===== config.mk =====
export PLATFORM = sky130hd
export DESIGN_NAME = lhc_command_handler
export DESIGN_NICKNAME = d
export VERILOG_FILES = /design/src/hw/lhc_pkg.sv /design/src/hw/lhc_command_handler.sv
export SDC_FILE = /design/constraint.sdc
export NUM_CORES = 1
export LEC_CHECK = 0
export BUFFER_PORTS_ARGS = -buffer_cell sky130_fd_sc_hd__clkbuf_2
export CAP_MARGIN = 25
export CORE_AREA = 2 2 141 143
export CTS_CLUSTER_DIAMETER = 50
export DETAILED_ROUTE_END_ITERATION = 10
export DIE_AREA = 0 0 143 145
export GPL_ROUTABILITY_DRIVEN = 1
export PLACE_DENSITY = 0.58
export SYNTH_ARGS = -nofsm -noshare
export SYNTH_HDL_FRONTEND = slang
export SYNTH_SLANG_ARGS = --single-unit

===== constraint.sdc =====
create_clock -name ref_clk -period 3 [get_ports ref_clk]
set_input_delay 0.6 -clock ref_clk [delete_from_list [all_inputs] [get_ports ref_clk]]
set_output_delay 0.6 -clock ref_clk [all_outputs]
set_load 0.1 [all_outputs]

===== src/hw/lhc_pkg.sv =====
// shared constants and types of the logger host command handler
// assumes a 250 MHz ref_clk and a 32768 Hz timekeeping tick input
package lhc_pkg;
    // ******************************************************
    // opcodes and page layout
    // ******************************************************
    localparam logic [7:0] OP_PAGE_READ = 8'h33;
    localparam logic [7:0] OP_SPEC_TEST = 8'h44;
    localparam logic [7:0] OP_READ_DATA = 8'h55;
    localparam logic [7:0] OP_CLEAR_MEM = 8'hA5;
    localparam int PAGE_BYTES = 32;
    localparam logic [4:0] PAGE_LAST = 5'h1F;
    localparam logic [15:0] CRC_POLY = 16'h8005;
    localparam logic [15:0] CRC_INIT = 16'h0000;

    // ******************************************************
    // apb register map and fields
    // ******************************************************
    localparam logic [11:0] REG_CTRL1 = 12'h000;
    localparam logic [11:0] REG_CTRL2 = 12'h004;
    localparam logic [11:0] REG_STATUS = 12'h008;
    localparam int CTRL1_PERMIT = 0;
    localparam int CTRL2_SEL_LSB = 0;
    localparam int STAT_DONE = 0;
    localparam int STAT_WIPED = 1;
    localparam int STAT_MISSION = 2;
    localparam int STAT_BUSY = 3;
    localparam logic CTRL1_RESET = 1'b0;
    localparam logic [3:0] CTRL2_RESET = 4'h0;
    localparam logic DONE_RESET = 1'b0;

    // ******************************************************
    // timing
    // ******************************************************
    localparam int REF_CLK_MHZ = 250;
    localparam int LOCKOUT_US = 500;
    localparam int LOCKOUT_CYCLES = LOCKOUT_US * REF_CLK_MHZ;
    localparam int OSC_HZ = 32768;
    localparam int PULSE_TENTH_MS = 625;
    localparam int PERIOD_MS = 500;
    localparam int PULSE_TICKS = PULSE_TENTH_MS * OSC_HZ / 10000;
    localparam int PERIOD_TICKS = PERIOD_MS * OSC_HZ / 1000;
    localparam logic [2:0] TRAIN_PULSES = 3'h4;

    // ******************************************************
    // types
    // ******************************************************
    typedef enum logic [7:0] {
        S_IDLE = 8'h01,
        S_ADRH = 8'h02,
        S_ADRL = 8'h04,
        S_FETCH = 8'h08,
        S_SEND = 8'h10,
        S_CRCH = 8'h20,
        S_CRCL = 8'h40,
        S_LOCK = 8'h80
    } lhc_state_e_t;

    typedef struct packed {
        logic psel;
        logic penable;
        logic pwrite;
        logic [11:0] paddr;
        logic [31:0] pwdata;
    } lhc_apb_req_t;

    typedef struct packed {
        logic pready;
        logic pslverr;
        logic [31:0] prdata;
    } lhc_apb_rsp_t;

    typedef struct packed {
        lhc_state_e_t state;
        logic [15:0] addr;
        logic [7:0] txByte;
        logic [15:0] crc;
        logic [16:0] lockCnt;
        logic permit;
        logic [3:0] chSel;
        logic done;
        logic wiped;
        logic convStart;
        logic [3:0] convCh;
        logic clearStart;
        logic [31:0] prdata;
        logic trainOn;
        logic outSel;
        logic [2:0] pulses;
        logic [15:0] tickCnt;
        logic withinN;
        logic exceededN;
        logic btn1;
        logic btn2;
        logic osc1;
        logic osc2;
        logic tick1;
        logic tick2;
        logic tick3;
    } lhc_state_t;
endpackage : lhc_pkg


===== src/hw/lhc_command_handler.sv =====
// host command decoder and executor of the data logger
// assumes a byte-level serial framer on ref_clk in front of it and a
// page memory whose read data answers memAddr in the same cycle
//
// Behaviour
// - page read: opcode, address high then low
// - async: transmit stops after page and checksum
// - sync: wrap to page start, keep sending
// - spec test: four low pulses, half-second spacing
// - pick indicator by limits-hit history
// - spec test ignored while start button low
// - read-data starts on-demand conversion when idle
// - convert only channels whose select bits set
// - done flag low pending, high when valid
// - read-data ignored during running mission
// - clear acts only with clear permit set
// - completed clear sets memory wiped flag
// - clear only while oscillator runs
// - device unavailable 500 us after clear
// - unknown opcodes do nothing
// - async checksum x16+x15+x2+1, msb first
// - 32-byte pages, async read ends at boundary
// - sync link reset abandons the read
//
// Added by the designer: the placing of the registers and the APB interface to the registers.
`timescale 1ns/1ps
module lhc_command_handler #(
    parameter int LOCKOUT_CYCLES = lhc_pkg::LOCKOUT_CYCLES,
    parameter int PULSE_TICKS = lhc_pkg::PULSE_TICKS,
    parameter int PERIOD_TICKS = lhc_pkg::PERIOD_TICKS
) (
    // clock and reset
    input wire logic ref_clk,
    input wire logic reset_n,
    // apb slave
    input wire lhc_pkg::lhc_apb_req_t apbReq,
    output lhc_pkg::lhc_apb_rsp_t apbRsp,
    // byte link from and to the framer
    input wire logic rxValid,
    input wire logic [7:0] rxByte,
    output logic rxReady,
    output logic txValid,
    output logic [7:0] txByte,
    input wire logic txReady,
    input wire logic syncMode,
    input wire logic linkAbort,
    // page memory read port
    output logic [15:0] memAddr,
    input wire logic [7:0] memData,
    // converter and memory engines
    input wire logic missionRunning,
    input wire logic limitsHit,
    output logic convStart,
    output logic [3:0] convChannels,
    output logic convOnDemand,
    input wire logic convDone,
    output logic clearStart,
    input wire logic clearDone,
    // pins
    input wire logic startButtonPin,
    input wire logic oscRunningPin,
    input wire logic oscTickPin,
    output logic withinLimitsIndicator_n,
    output logic limitsExceededIndicator_n
);
    // ******************************************************
    // elaboration checks
    // ******************************************************
    if (LOCKOUT_CYCLES < 8 || LOCKOUT_CYCLES > 131072) begin : g_badLock
        $error("lockout count out of range");
    end
    if (PULSE_TICKS < 1 || PULSE_TICKS >= PERIOD_TICKS ||
        PERIOD_TICKS > 65536) begin : g_badTrain
        $error("pulse train counts out of range");
    end

    // ******************************************************
    // state
    // ******************************************************
    lhc_pkg::lhc_state_t q;
    lhc_pkg::lhc_state_t d;
    logic setup;
    logic access;
    logic mapped;
    logic tickEdge;
    logic [15:0] crcNext;

    // checksum over one byte, lsb shifted in first
    function automatic logic [15:0] crcByte(input logic [15:0] c,
                                            input logic [7:0] b);
        logic [15:0] r;
        logic fb;
        r = c;
        for (int i = 0; i < 8; i++) begin
            fb = r[15] ^ b[i];
            r = {r[14:0], 1'b0};
            if (fb) begin
                r = r ^ lhc_pkg::CRC_POLY;
            end
        end
        return r;
    endfunction : crcByte

    // bus decode, zero wait states since read data loads in setup
    assign setup = apbReq.psel && !apbReq.penable;
    assign access = apbReq.psel && apbReq.penable;
    assign mapped = (apbReq.paddr == lhc_pkg::REG_CTRL1) ||
                    (apbReq.paddr == lhc_pkg::REG_CTRL2) ||
                    (apbReq.paddr == lhc_pkg::REG_STATUS);
    assign tickEdge = q.tick2 && !q.tick3;
    assign crcNext = crcByte(q.crc, q.txByte);

    // ******************************************************
    // next state
    // ******************************************************
    always_comb begin
        d = q;
        d.convStart = 1'b0;
        d.clearStart = 1'b0;
        // pin synchronisers, first stage feeds only the second
        d.btn1 = startButtonPin;
        d.btn2 = q.btn1;
        d.osc1 = oscRunningPin;
        d.osc2 = q.osc1;
        d.tick1 = oscTickPin;
        d.tick2 = q.tick1;
        d.tick3 = q.tick2;
        // pulse train advances on oscillator ticks only
        if (q.trainOn && tickEdge) begin
            if (q.tickCnt == 16'(PERIOD_TICKS - 1)) begin
                d.tickCnt = 16'h0000;
                d.pulses = q.pulses - 3'h1;
                d.trainOn = (q.pulses != 3'h1);
            end else begin
                d.tickCnt = q.tickCnt + 16'h0001;
            end
        end
        if (convDone) begin
            d.done = 1'b1;
        end
        if (clearDone) begin
            d.wiped = 1'b1;
        end
        // command sequencer
        case (q.state)
            lhc_pkg::S_IDLE: begin
                if (rxValid) begin
                    if (rxByte == lhc_pkg::OP_PAGE_READ) begin
                        d.state = lhc_pkg::S_ADRH;
                    end else if (rxByte == lhc_pkg::OP_SPEC_TEST) begin
                        if (q.btn2) begin
                            d.trainOn = 1'b1;
                            d.outSel = limitsHit;
                            d.pulses = lhc_pkg::TRAIN_PULSES;
                            d.tickCnt = 16'h0000;
                        end
                    end else if (rxByte == lhc_pkg::OP_READ_DATA) begin
                        if (!missionRunning) begin
                            d.convStart = 1'b1;
                            d.convCh = q.chSel;
                            d.done = 1'b0;
                        end
                    end else if (rxByte == lhc_pkg::OP_CLEAR_MEM) begin
                        d.clearStart = q.permit && q.osc2;
                        d.lockCnt = 17'h0_0000;
                        d.state = lhc_pkg::S_LOCK;
                    end
                    // any other byte falls through untouched
                end
            end
            lhc_pkg::S_ADRH: begin
                if (rxValid) begin
                    d.addr[15:8] = rxByte;
                    d.state = lhc_pkg::S_ADRL;
                end
            end
            lhc_pkg::S_ADRL: begin
                if (rxValid) begin
                    d.addr[7:0] = rxByte;
                    d.crc = lhc_pkg::CRC_INIT;
                    d.state = lhc_pkg::S_FETCH;
                end
            end
            lhc_pkg::S_FETCH: begin
                d.txByte = memData;
                d.state = lhc_pkg::S_SEND;
            end
            lhc_pkg::S_SEND: begin
                if (txReady) begin
                    d.crc = crcNext;
                    if (q.addr[4:0] == lhc_pkg::PAGE_LAST) begin
                        if (syncMode) begin
                            d.addr[4:0] = 5'h00;
                            d.state = lhc_pkg::S_FETCH;
                        end else begin
                            d.txByte = crcNext[15:8];
                            d.state = lhc_pkg::S_CRCH;
                        end
                    end else begin
                        d.addr = q.addr + 16'h0001;
                        d.state = lhc_pkg::S_FETCH;
                    end
                end
            end
            lhc_pkg::S_CRCH: begin
                if (txReady) begin
                    d.txByte = q.crc[7:0];
                    d.state = lhc_pkg::S_CRCL;
                end
            end
            lhc_pkg::S_CRCL: begin
                if (txReady) begin
                    d.state = lhc_pkg::S_IDLE;
                end
            end
            lhc_pkg::S_LOCK: begin
                // bytes are accepted and thrown away here
                if (q.lockCnt == 17'(LOCKOUT_CYCLES - 1)) begin
                    d.state = lhc_pkg::S_IDLE;
                end else begin
                    d.lockCnt = q.lockCnt + 17'h0_0001;
                end
            end
            default: begin
                d.state = lhc_pkg::S_IDLE;
            end
        endcase
        // the sync link reset drops a read in any phase
        if (syncMode && linkAbort &&
            q.state != lhc_pkg::S_IDLE && q.state != lhc_pkg::S_LOCK) begin
            d.state = lhc_pkg::S_IDLE;
        end
        // selected indicator low during the first part of each period
        d.withinN = !(d.trainOn && !d.outSel &&
                      d.tickCnt < 16'(PULSE_TICKS));
        d.exceededN = !(d.trainOn && d.outSel &&
                        d.tickCnt < 16'(PULSE_TICKS));
        // register reads prepared in setup
        d.prdata = 32'h0000_0000;
        if (setup) begin
            if (apbReq.paddr == lhc_pkg::REG_CTRL1) begin
                d.prdata[lhc_pkg::CTRL1_PERMIT] = q.permit;
            end else if (apbReq.paddr == lhc_pkg::REG_CTRL2) begin
                d.prdata[lhc_pkg::CTRL2_SEL_LSB +: 4] = q.chSel;
            end else if (apbReq.paddr == lhc_pkg::REG_STATUS) begin
                d.prdata[lhc_pkg::STAT_DONE] = q.done;
                d.prdata[lhc_pkg::STAT_WIPED] = q.wiped;
                d.prdata[lhc_pkg::STAT_MISSION] = missionRunning;
                d.prdata[lhc_pkg::STAT_BUSY] = q.state != lhc_pkg::S_IDLE;
            end
        end
        // register writes at the access edge
        if (access && apbReq.pwrite) begin
            if (apbReq.paddr == lhc_pkg::REG_CTRL1) begin
                d.permit = apbReq.pwdata[lhc_pkg::CTRL1_PERMIT];
            end else if (apbReq.paddr == lhc_pkg::REG_CTRL2) begin
                d.chSel = apbReq.pwdata[lhc_pkg::CTRL2_SEL_LSB +: 4];
            end else if (apbReq.paddr == lhc_pkg::REG_STATUS) begin
                // write one clears, a same-cycle set still wins
                if (apbReq.pwdata[lhc_pkg::STAT_WIPED] && !clearDone) begin
                    d.wiped = 1'b0;
                end
            end
        end
    end

    // ******************************************************
    // registers
    // ******************************************************
    always_ff @(posedge ref_clk or negedge reset_n) begin
        if (!reset_n) begin
            q <= '{state: lhc_pkg::S_IDLE, permit: lhc_pkg::CTRL1_RESET,
                   chSel: lhc_pkg::CTRL2_RESET, done: lhc_pkg::DONE_RESET,
                   withinN: 1'b1, exceededN: 1'b1, default: '0};
        end else begin
            q <= d;
        end
    end

    // outputs
    // one driver for the whole response word
    assign apbRsp = '{pready: 1'b1, pslverr: access && !mapped,
                      prdata: q.prdata};
    assign rxReady = (q.state == lhc_pkg::S_IDLE) ||
                     (q.state == lhc_pkg::S_ADRH) ||
                     (q.state == lhc_pkg::S_ADRL) ||
                     (q.state == lhc_pkg::S_LOCK);
    assign txValid = (q.state == lhc_pkg::S_SEND) ||
                     (q.state == lhc_pkg::S_CRCH) ||
                     (q.state == lhc_pkg::S_CRCL);
    assign txByte = q.txByte;
    assign memAddr = q.addr;
    assign convStart = q.convStart;
    assign convChannels = q.convCh;
    assign convOnDemand = q.convStart;
    assign clearStart = q.clearStart;
    assign withinLimitsIndicator_n = q.withinN;
    assign limitsExceededIndicator_n = q.exceededN;
endmodule : lhc_command_handler


==> results of run 1 <==
==> cell usage after synthesis, types with 10 or more instances <==
cell type  instances  area [sq um]
nand2_1           58           218
buf_4             62           465
xor2_1            15           131
buf_2             10          50.1
nand3_1           25           125
nand4_1           18           113
dfrtp_1          109          2730
mux2_2            10           113
xnor2_1           31           272
nor3_1            11          55.1
nor2_1            72           270
clkbuf_1          14          52.6
a22o_1            12           105
a21oi_1           33           165
nor2b_1           11          68.8
inv_1             10          37.5
o21ai_0           33           165
nor4_1            14          87.6
and3_1            12          75.1
==> state kept, by name (all words and copies together), names as in the netlist <==
name / flops
convOnDemand: 1
apbRsp: 4
clearStart: 1
q: 72
d: 4
withinLimitsIndicator_n: 1
memAddr: 16
convChannels: 4
limitsExceededIndicator_n: 1
txByte: 8
==> worst min-delay path by stage <==
stage | endpoint | slack [ns] | cells past startpoint
after floorplan | apbRsp[0] | 0.30 | 0
after global placement | q[3] | 0.33 | 0
after detailed placement | d[0] | 0.34 | 0
after CTS | q[96] | 0.28 | 1
after global routing | txByte[4] | 0.30 | 1
final | txByte[4] | 0.26 | 1
==> through the flow <==
| step | util | hold slack (ns) | instances | setup slack, ns | power (uW) |
|---|---|---|---|---|---|
| floorplan | - | 0.304 | 734 | 0.206 | 2340 |
| global placement | 0.367 | 0.334 | 1014 | 0.490 | 2490 |
| detailed placement | 0.367 | 0.339 | 1014 | 0.460 | 2490 |
| CTS | 0.382 | 0.280 | 1029 | 0.0926 | 3680 |
| global route | 0.382 | 0.305 | 1029 | 0.0182 | 3800 |
| finish | 0.382 | 0.263 | 1029 | 0.167 | 3640 |
==> metal layers <==
| metal | track usage | vias up | wire length, microns |
|---|---|---|---|
| li1 | - | 2554 | - |
| met1 | 0.221 | 2466 | 7430 |
| met2 | 0.225 | 90 | 6800 |
| met3 | 0.0274 | 11 | 659 |
| met4 | 0.0441 | 0 | 176 |
| met5 | 0 | - | 0 |
==> power by group through the flow <==
stage | logic [uW] | clock network [uW] | registers, uW
after floorplan | 687 | 0 | 1650
after detailed placement | 807 | 0 | 1690
after global routing | 867 | 1260 | 1670
after CTS | 810 | 1210 | 1660
final | 805 | 1170 | 1660
after global placement | 804 | 0 | 1690
==> area by class of cell <==
class / count / area share
Clock inverter: 5 / 0.00580
Multi-Input combinational cell: 523 / 0.450
Timing Repair Buffer: 103 / 0.0778
Inverter: 11 / 0.00631
Clock buffer: 10 / 0.0326
Sequential cell: 112 / 0.383
Tap cell: 265 / 0.0452
==> critical path, stage by stage (launching register included) <==
cell and delay, ns:
dfrtp_1 0.51, nor3_4 0.38, nand3_1 0.32, nand2_1 0.21
buf_2 0.45
==> logic make-up after synthesis <==
family / after synthesis / synth area share
AOI/OAI and AO/OA: 137 / 0.134
xor gates and xnor gates: 51 / 0.0741
adders and majority gates: 6 / 0.0113
buffers and inverters: 99 / 0.0960
DFF: 112 / 0.423
muxes: 19 / 0.0311
other: 2 / 0.00113
and+or+nand+nor: 281 / 0.229
==> summary.md, run 1 <==
| Metric | Value |
|---|---|
| Status | `completed` |
| Worst r2r dst | `txByte[2]` |
| Fin crit period | `around 2.8 ns` |
| Register bit total from synthesis | `112` |
| Worst endpoint data arrival time | `~2.2 ns` |
| WS Path Type | `reg2out` |
| TritonCTS Buffers | `9` |
| Slew headroom | `0.453` |
| Internal power | `2370 uW` |
| Critical Path Sink | `rxReady` |
| Worst reg2reg startpoint | `memAddr[1]` |
| Final nets | `842` |
| Post-route cell area | `around 7300 sq um` |
| CP required | `between 2 and 2.5 ns` |
| Die X | `143 microns` |
| WL/cell | `between 10 and 15 microns` |
| Total congestion overflow | `0` |
| Share of total power in the clock network | `0.322` |
| I/O pin count | `about 150` |
| Combinational Power Share | `0.221` |
| # rows | `slightly above 50` |
| Die height | `between 100 and 150 microns` |
| DR iter-0 viols | `between 200 and 300` |
| Post-synth EDFFs | `0` |
| Dpl hpwl | `11.2 mm` |
| First-pass GRT wire length | `~25 mm` |
| CTS tree | `yes` |
| Final ANT Viol Nets | `0` |
| FMAX | `approximately 0.35 GHz` |
| GP Congestion | `0.780` |
| Synth Flop Type | `dfrtp_1` |
| Hold buffers post-CTS | `0` |
| RSZ-0062 raised after global routing | `false` |
| Crit path max fanout | `12` |
| Worst-Margin Slew | `just over 0.8 ns` |
| Net Sw Frac | `0.347` |
| Resize count post-CTS | `0` |
| Vias per cell | `about 5` |
| Largest net degree at the start of global routing | `between 60 and 70` |
| Seq pwr share | `0.456` |
| Distinct cell type count after synthesis | `77` |
| Leakage | `roughly 0.0033 uW` |
| Setup TNS Final | `0 ns` |
| Root buf cell | `clkbuf_16` |
| Worst hold-check path type | `in2async` |
| Setup violators final | `0` |
| Detailed Route WL | `around 15 mm` |
| Final Hold Vio Count | `0` |
| Pwr dens | `496 nW/um^2` |
| Initial antenna violation count | `0` |
| Worst Reg-to-Reg Cells | `10` |
| GRT Total Usage | `0.150` |
| Postcts setup bufs | `0` |
| Clock Tree Buf Depth | `2` |
| CP Capture Type | `output port` |
| Clk_skew | `roughly 0.012 ns` |
| Initial core utilization | `0.345` |
| Die footprint | `20700 sq um` |
| Register clock-pin slew on the reported worst setup and hold paths | `about 0.080 ns` |
| DRC Markers | `0` |
| Number of fill cells | `slightly below 2000` |
| Ys Warns | `0` |
| Slew Limit Fails | `0` |
| Max-cap violations | `0` |
| Port bufs | `87` |
| Worst vdd ir | `0.266 mV` |
| P_sw | `1260 uW` |
| Asr flop ratio synth | `1.00` |
| Sink Count | `between 100 and 150` |
| Mapped Cells | `about 700` |
| Tcrit/Tclk final | `0.944` |
| Worst Setup SP | `q[136]` |
| Startpoint types | `flip-flop` |
| Commonest cells after routing, fill and taps aside | `109 x dfrtp_1, 85 x clkbuf_2, 72 x nor2_1` |
| Layout cells sized above 1 | `0.204` |
| Post-DP Area | `7050 sq um` |
| Antenna cell count | `0` |
| Multi-input logic area | `3300 sq um` |
| Mapped Area | `approximately 6600 sq um` |
| Layout area overhead | `10.5%` |
| Core area | `19200 sq um` |
| Pre-antenna DRT Iters | `4` |
| Reg area | `2810 sq um` |
| Most common cell after layout, fill and taps aside | `dfrtp_1` |
| Flop-to-flop setup slack | `roughly 0.54 ns` |
| Sequential area share after synthesis | `0.423` |
| H-tree levels | `3` |
| Via count | `slightly above 5000` |
| Worst skew pair latency | `between 0.3 and 0.4 ns` |
| Vias in the first global route | `around 5000` |
| Mean post-synth cell area | `between 9 and 10 sq um` |
Power figures use the tool's default switching activity.
==> run 2, diff against run 1 <==
--- a/config.mk
+++ b/config.mk
@@ -12,6 +12,8 @@
 export DETAILED_ROUTE_END_ITERATION = 10
 export DIE_AREA = 0 0 143 145
 export GPL_ROUTABILITY_DRIVEN = 1
+export GPL_TIMING_DRIVEN = 0
+export MAX_ROUTING_LAYER = met4
 export PLACE_DENSITY = 0.58
 export SYNTH_ARGS = -nofsm -noshare
 export SYNTH_HDL_FRONTEND = slang
==> summary.md, run 2 (synthesis gave the netlist of run 1 again) <==
| Metric | Value |
|---|---|
| Status | `completed` |
| CTS tree | `yes` |
| Final nets | `about 910` |
| TritonCTS Buffers | `9` |
| Pre-antenna DRT Iters | `5` |
| Dpl cells | `around 1100` |
| Commonest cells after routing, fill and taps aside | `109 x dfrtp_1, 83 x clkbuf_2, 72 x nor2_1` |
| CP required | `around 2.4 ns` |
| Worst reg2reg startpoint | `q[132]` |
| Worst Setup SP | `q[132]` |
| Layout cells sized above 1 | `0.256` |
| Post-layout total power | `around 3700 uW` |
| Most common cell after layout, fill and taps aside | `dfrtp_1` |
| RSZ-0062 raised after global routing | `false` |
| WS Path Type | `reg2out` |
| Setup WS pre-CTS | `0.258 ns` |
| Final ANT Viol Nets | `0` |
| Detailed Route WL | `approximately 16 mm` |
| Hold buffers post-CTS | `0` |
| FMAX | `about 0.35 GHz` |
| Core Util, Final | `0.408` |
| Layout area overhead | `18.1%` |
| GRT Total Usage | `0.160` |
| Max-cap violations | `0` |
| Largest net degree at the start of global routing | `113` |
| Vias in the first global route | `around 5000` |
| Initial core utilization | `0.345` |
| Total congestion overflow | `0` |
| DRC Markers | `0` |
| Worst hold-check path type | `in2async` |
| Leakage | `between 0.003 and 0.004 uW` |
| CP Capture Type | `output port` |
| Clk_skew | `roughly 0.0093 ns` |
| Vias per cell | `roughly 4.9` |
| Postcts setup bufs | `0` |
| Setup TNS Final | `0 ns` |
| Startpoint types | `flip-flop` |
| First-pass GRT wire length | `between 20 and 30 mm` |
| Resize count post-CTS | `0` |
| Slew Limit Fails | `0` |
| GP Congestion | `approximately 0.84` |
| Largest register FFs | `a little over 70` |
| Slew headroom | `0.438` |
| Setup violators final | `0` |
| Initial antenna violation count | `0` |
| Die height | `~150 microns` |
| Port bufs | `85` |
| Die X | `approximately 140 microns` |
| Dpl hpwl | `11.6 mm` |
| Largest register by flop count | `q` |
| Fin crit period | `2.82 ns` |
| Pwr dens | `around 470 nW/um^2` |
| Root buf cell | `clkbuf_16` |
| Final Hold Vio Count | `0` |
| Crit path max fanout | `8` |
| Worst vdd ir | `roughly 0.21 mV` |
| DR iter-0 viols | `380` |
| WL/cell | `roughly 14 microns` |
| Tcrit/Tclk final | `0.941` |
| Worst-Margin Slew | `0.837 ns` |
| Crit path setup slack, layout | `around 0.18 ns` |
| # rows | `51` |
| Core area | `between 15000 and 20000 sq um` |
| Die footprint | `20700 sq um` |
| Antenna cell count | `0` |
| H-tree levels | `3` |
| I/O pin count | `145` |
| Worst skew pair latency | `0.36 ns` |
| Via count | `about 5400` |
| Sink Count | `112` |
| Layout Cells excl Fill | `approximately 1100` |
| Register clock-pin slew on the reported worst setup and hold paths | `0.08 ns` |
| Worst endpoint data arrival time | `2.22 ns` |
| Clock Tree Buf Depth | `2` |
[run 2: final timing paths]
| check | to | slack [ns] | depth (start not counted) |
|---|---|---|---|
| worst max-delay path | rxReady | 0.18 | 5 |
| worst min-delay path | memAddr[1] | 0.30 | 2 |
| worst max register to register | q[90] | 0.46 | 7 |
| worst min register to register | q[5] | 0.35 | 0 |
| max in group asynchronous | q[107] | 2.25 | 2 |
| min in group ref_clk | d[1] | 0.35 | 1 |
[run 2: power breakdown]
part	internal (uW)	switching, uW	total (uW)
sequential	1570	67.5	1640
clock	626	589	1210
combinational	240	622	862
total	2440	1280	3720
[run 2: through the flow]
stage | hold slack [ns] | cell area, sq um
after detailed placement | 0.336 | 7530
final | 0.299 | 7830
after floorplan | 0.304 | 6740
after global placement | 0.335 | 7500
after global routing | 0.334 | 7830
after CTS | 0.334 | 7830
[run 2: layer usage]
| layer | global-route usage | up-vias | share of wire |
|---|---|---|---|
| met5 | - | - | 0 |
| met3 | 0.0241 | 12 | 0.042 |
| li1 | - | 2690 | - |
| met2 | 0.227 | 122 | 0.45 |
| met1 | 0.233 | 2560 | 0.49 |
| met4 | 0.0525 | 0 | 0.016 |
[run 2: layout make-up]
type                            count  area, sq um
Sequential cell                   112         2810
Inverter                           11         46.3
Buffer                             88          591
Multi-Input combinational cell    523         3300
Clock buffer                       11          253
Fill cell                        1971        11400
Clock inverter                      5         46.3
Timing Repair Buffer               86          462
Tap cell                          265          332
[run 2: worst max-delay path: stages, from the launching register on]
cell and delay (ns):
dfstp_2 0.36, buf_2 0.17, nor4_4 0.39, nand3_1 0.33, nand2_1 0.18, buf_2 0.44
==> run 3, diff against run 2 <==
--- a/config.mk
+++ b/config.mk
@@ -14,7 +14,7 @@
 export GPL_ROUTABILITY_DRIVEN = 1
 export GPL_TIMING_DRIVEN = 0
 export MAX_ROUTING_LAYER = met4
-export PLACE_DENSITY = 0.58
+export PLACE_DENSITY = 0.61
 export SYNTH_ARGS = -nofsm -noshare
 export SYNTH_HDL_FRONTEND = slang
 export SYNTH_SLANG_ARGS = --single-unit
==> summary.md, run 3 (synthesis gave the netlist of run 1 again) <==
| Metric | Value |
|---|---|
| WS Path Type | `reg2out` |
| Initial core utilization | `0.345` |
| Minimum hold slack | `around 0.27 ns` |
| Most common cell after layout, fill and taps aside | `dfrtp_1` |
| Leakage | `approximately 0.0036 uW` |
| TritonCTS Buffers | `9` |
| Slew Limit Fails | `0` |
| Core area | `slightly below 20000 sq um` |
| Pre-antenna DRT Iters | `4` |
| Combinational Power Share | `0.234` |
| CP Capture Type | `output port` |
| Dpl hpwl | `11.5 mm` |
| Sink Count | `roughly 110` |
| Setup violators final | `0` |
| Antenna cell count | `0` |
| Largest register by flop count | `q` |
| P_sw | `1280 uW` |
| WL/cell | `approximately 14 microns` |
| Share of total power in the clock network | `0.319` |
| Number of fill cells | `between 1500 and 2000` |
| CP required | `2.40 ns` |
| Postcts setup bufs | `0` |
| DR iter-0 viols | `between 400 and 500` |
| GRT Total Usage | `0.159` |
| Worst-Margin Slew | `between 0.8 and 0.9 ns` |
| Net Sw Frac | `0.349` |
| Post-DP Area | `approximately 7500 sq um` |
| Port bufs | `85` |
| Initial antenna violation count | `0` |
| Layout area overhead | `17.8%` |
| Die footprint | `roughly 21000 sq um` |
| DRC Markers | `0` |
| H-tree levels | `3` |
| Final ANT Viol Nets | `0` |
| Worst skew pair latency | `around 0.36 ns` |
| Commonest cells after routing, fill and taps aside | `109 x dfrtp_1, 83 x clkbuf_2, 72 x nor2_1` |
| I/O pin count | `approximately 150` |
| Die height | `about 150 microns` |
| Post-route cell area | `7810 sq um` |
| GP Congestion | `0.863` |
| Via count | `5416` |
| Vias in the first global route | `around 5000` |
| Worst vdd ir | `between 0.3 and 0.4 mV` |
| Vias per cell | `slightly below 5` |
| RSZ-0062 raised after global routing | `false` |
| Largest net degree at the start of global routing | `roughly 110` |
| Crit path max fanout | `8` |
| Internal power | `about 2400 uW` |
| Register clock-pin slew on the reported worst setup and hold paths | `~0.08 ns` |
| # rows | `51` |
| Worst endpoint data arrival time | `around 2.3 ns` |
| Clock Tree Buf Depth | `2` |
| Total congestion overflow | `0` |
| Tcrit/Tclk final | `0.952` |
| Status | `completed` |
| Seq pwr share | `0.446` |
| Pwr dens | `between 400 and 500 nW/um^2` |
| Layout cells sized above 1 | `0.255` |
| Final nets | `913` |
| FMAX | `approximately 0.35 GHz` |
| Root buf cell | `clkbuf_16` |
| Startpoint types | `flip-flop` |
| Detailed Route WL | `~16 mm` |
| Final Hold Vio Count | `0` |
| Largest register FFs | `between 70 and 80` |
| Max-cap violations | `0` |
| Slew headroom | `0.457` |
| CTS tree | `yes` |
| Clk_skew | `~0.0087 ns` |
| First-pass GRT wire length | `between 20 and 30 mm` |
| Worst hold-check path type | `in2async` |
| Die X | `about 140 microns` |
| Fin crit period | `between 2 and 3 ns` |
## run 3: layout make-up
type | instances | area [sq um] | share of cell area
well taps | 265 | 332 | 0.0424
repair buffers | 86 | 462 | 0.0591
inverters | 11 | 46.3 | 0.00593
clock buffers | 10 | 229 | 0.0293
flip-flops and latches | 112 | 2810 | 0.359
multi-input cells | 523 | 3300 | 0.422
clock inverters | 6 | 50.0 | 0.00641
plain buffers | 88 | 591 | 0.0756
## run 3: layer usage
metal  vias to the layer above  global-route usage  part of all wire
met3                        18              0.0264             0.038
met1                      2620               0.229              0.50
met5                         -                   -                 0
met2                       103               0.226              0.45
li1                       2675                   -                 -
met4                         0              0.0530             0.014
## run 3: path summary, 6_finish.rpt
| kind | from | end | slack (ns) | cells past startpoint |
|---|---|---|---|---|
| worst max-delay path | q[132] | rxReady | 0.14 | 5 |
| worst min-delay path | reset_n | memAddr[2] | 0.27 | 2 |
| worst max register to register | q[132] | convChannels[2] | 0.43 | 5 |
| worst min register to register | d[3] | q[3] | 0.35 | 0 |
| max in group asynchronous | reset_n | q[69] | 2.22 | 2 |
| min in group ref_clk | startButtonPin | d[5] | 0.34 | 1 |
## run 3: per-stage QoR
| stage | setup WS, ns | TNS (ns) | util | cells | total power, uW |
|---|---|---|---|---|---|
| floorplan | 0.206 | 0 | - | 734 | 2340 |
| global placement | -0.419 | -44.65 | 0.390 | 1084 | 2520 |
| detailed placement | 0.171 | 0 | 0.392 | 1085 | 2530 |
| CTS | 0.0913 | 0 | 0.407 | 1101 | 3710 |
| global route | 0.00534 | 0 | 0.407 | 1101 | 3870 |
| finish | 0.143 | 0 | 0.407 | 1101 | 3680 |
## run 3: worst max-delay path, cell delays in order, from the launching register on
cell and delay, ns:
dfstp_2 0.36, buf_2 0.17, nor4_4 0.38, nand3_1 0.33
nand2_1 0.21, buf_2 0.44
## run 3: power groups by stage
stage	combinational (uW)	sequential, uW	clock, uW
CTS	865	1640	1210
global route	935	1650	1280
global placement	852	1670	0
detailed placement	863	1670	0
floorplan	687	1650	0
finish	861	1640	1170
## run 3: timing repair
item	in CTS	in global routing
endpoints found under the hold margin	0	0
hold buffers	0	0
gates resized for setup	0	1
endpoints found under the setup margin	0	1
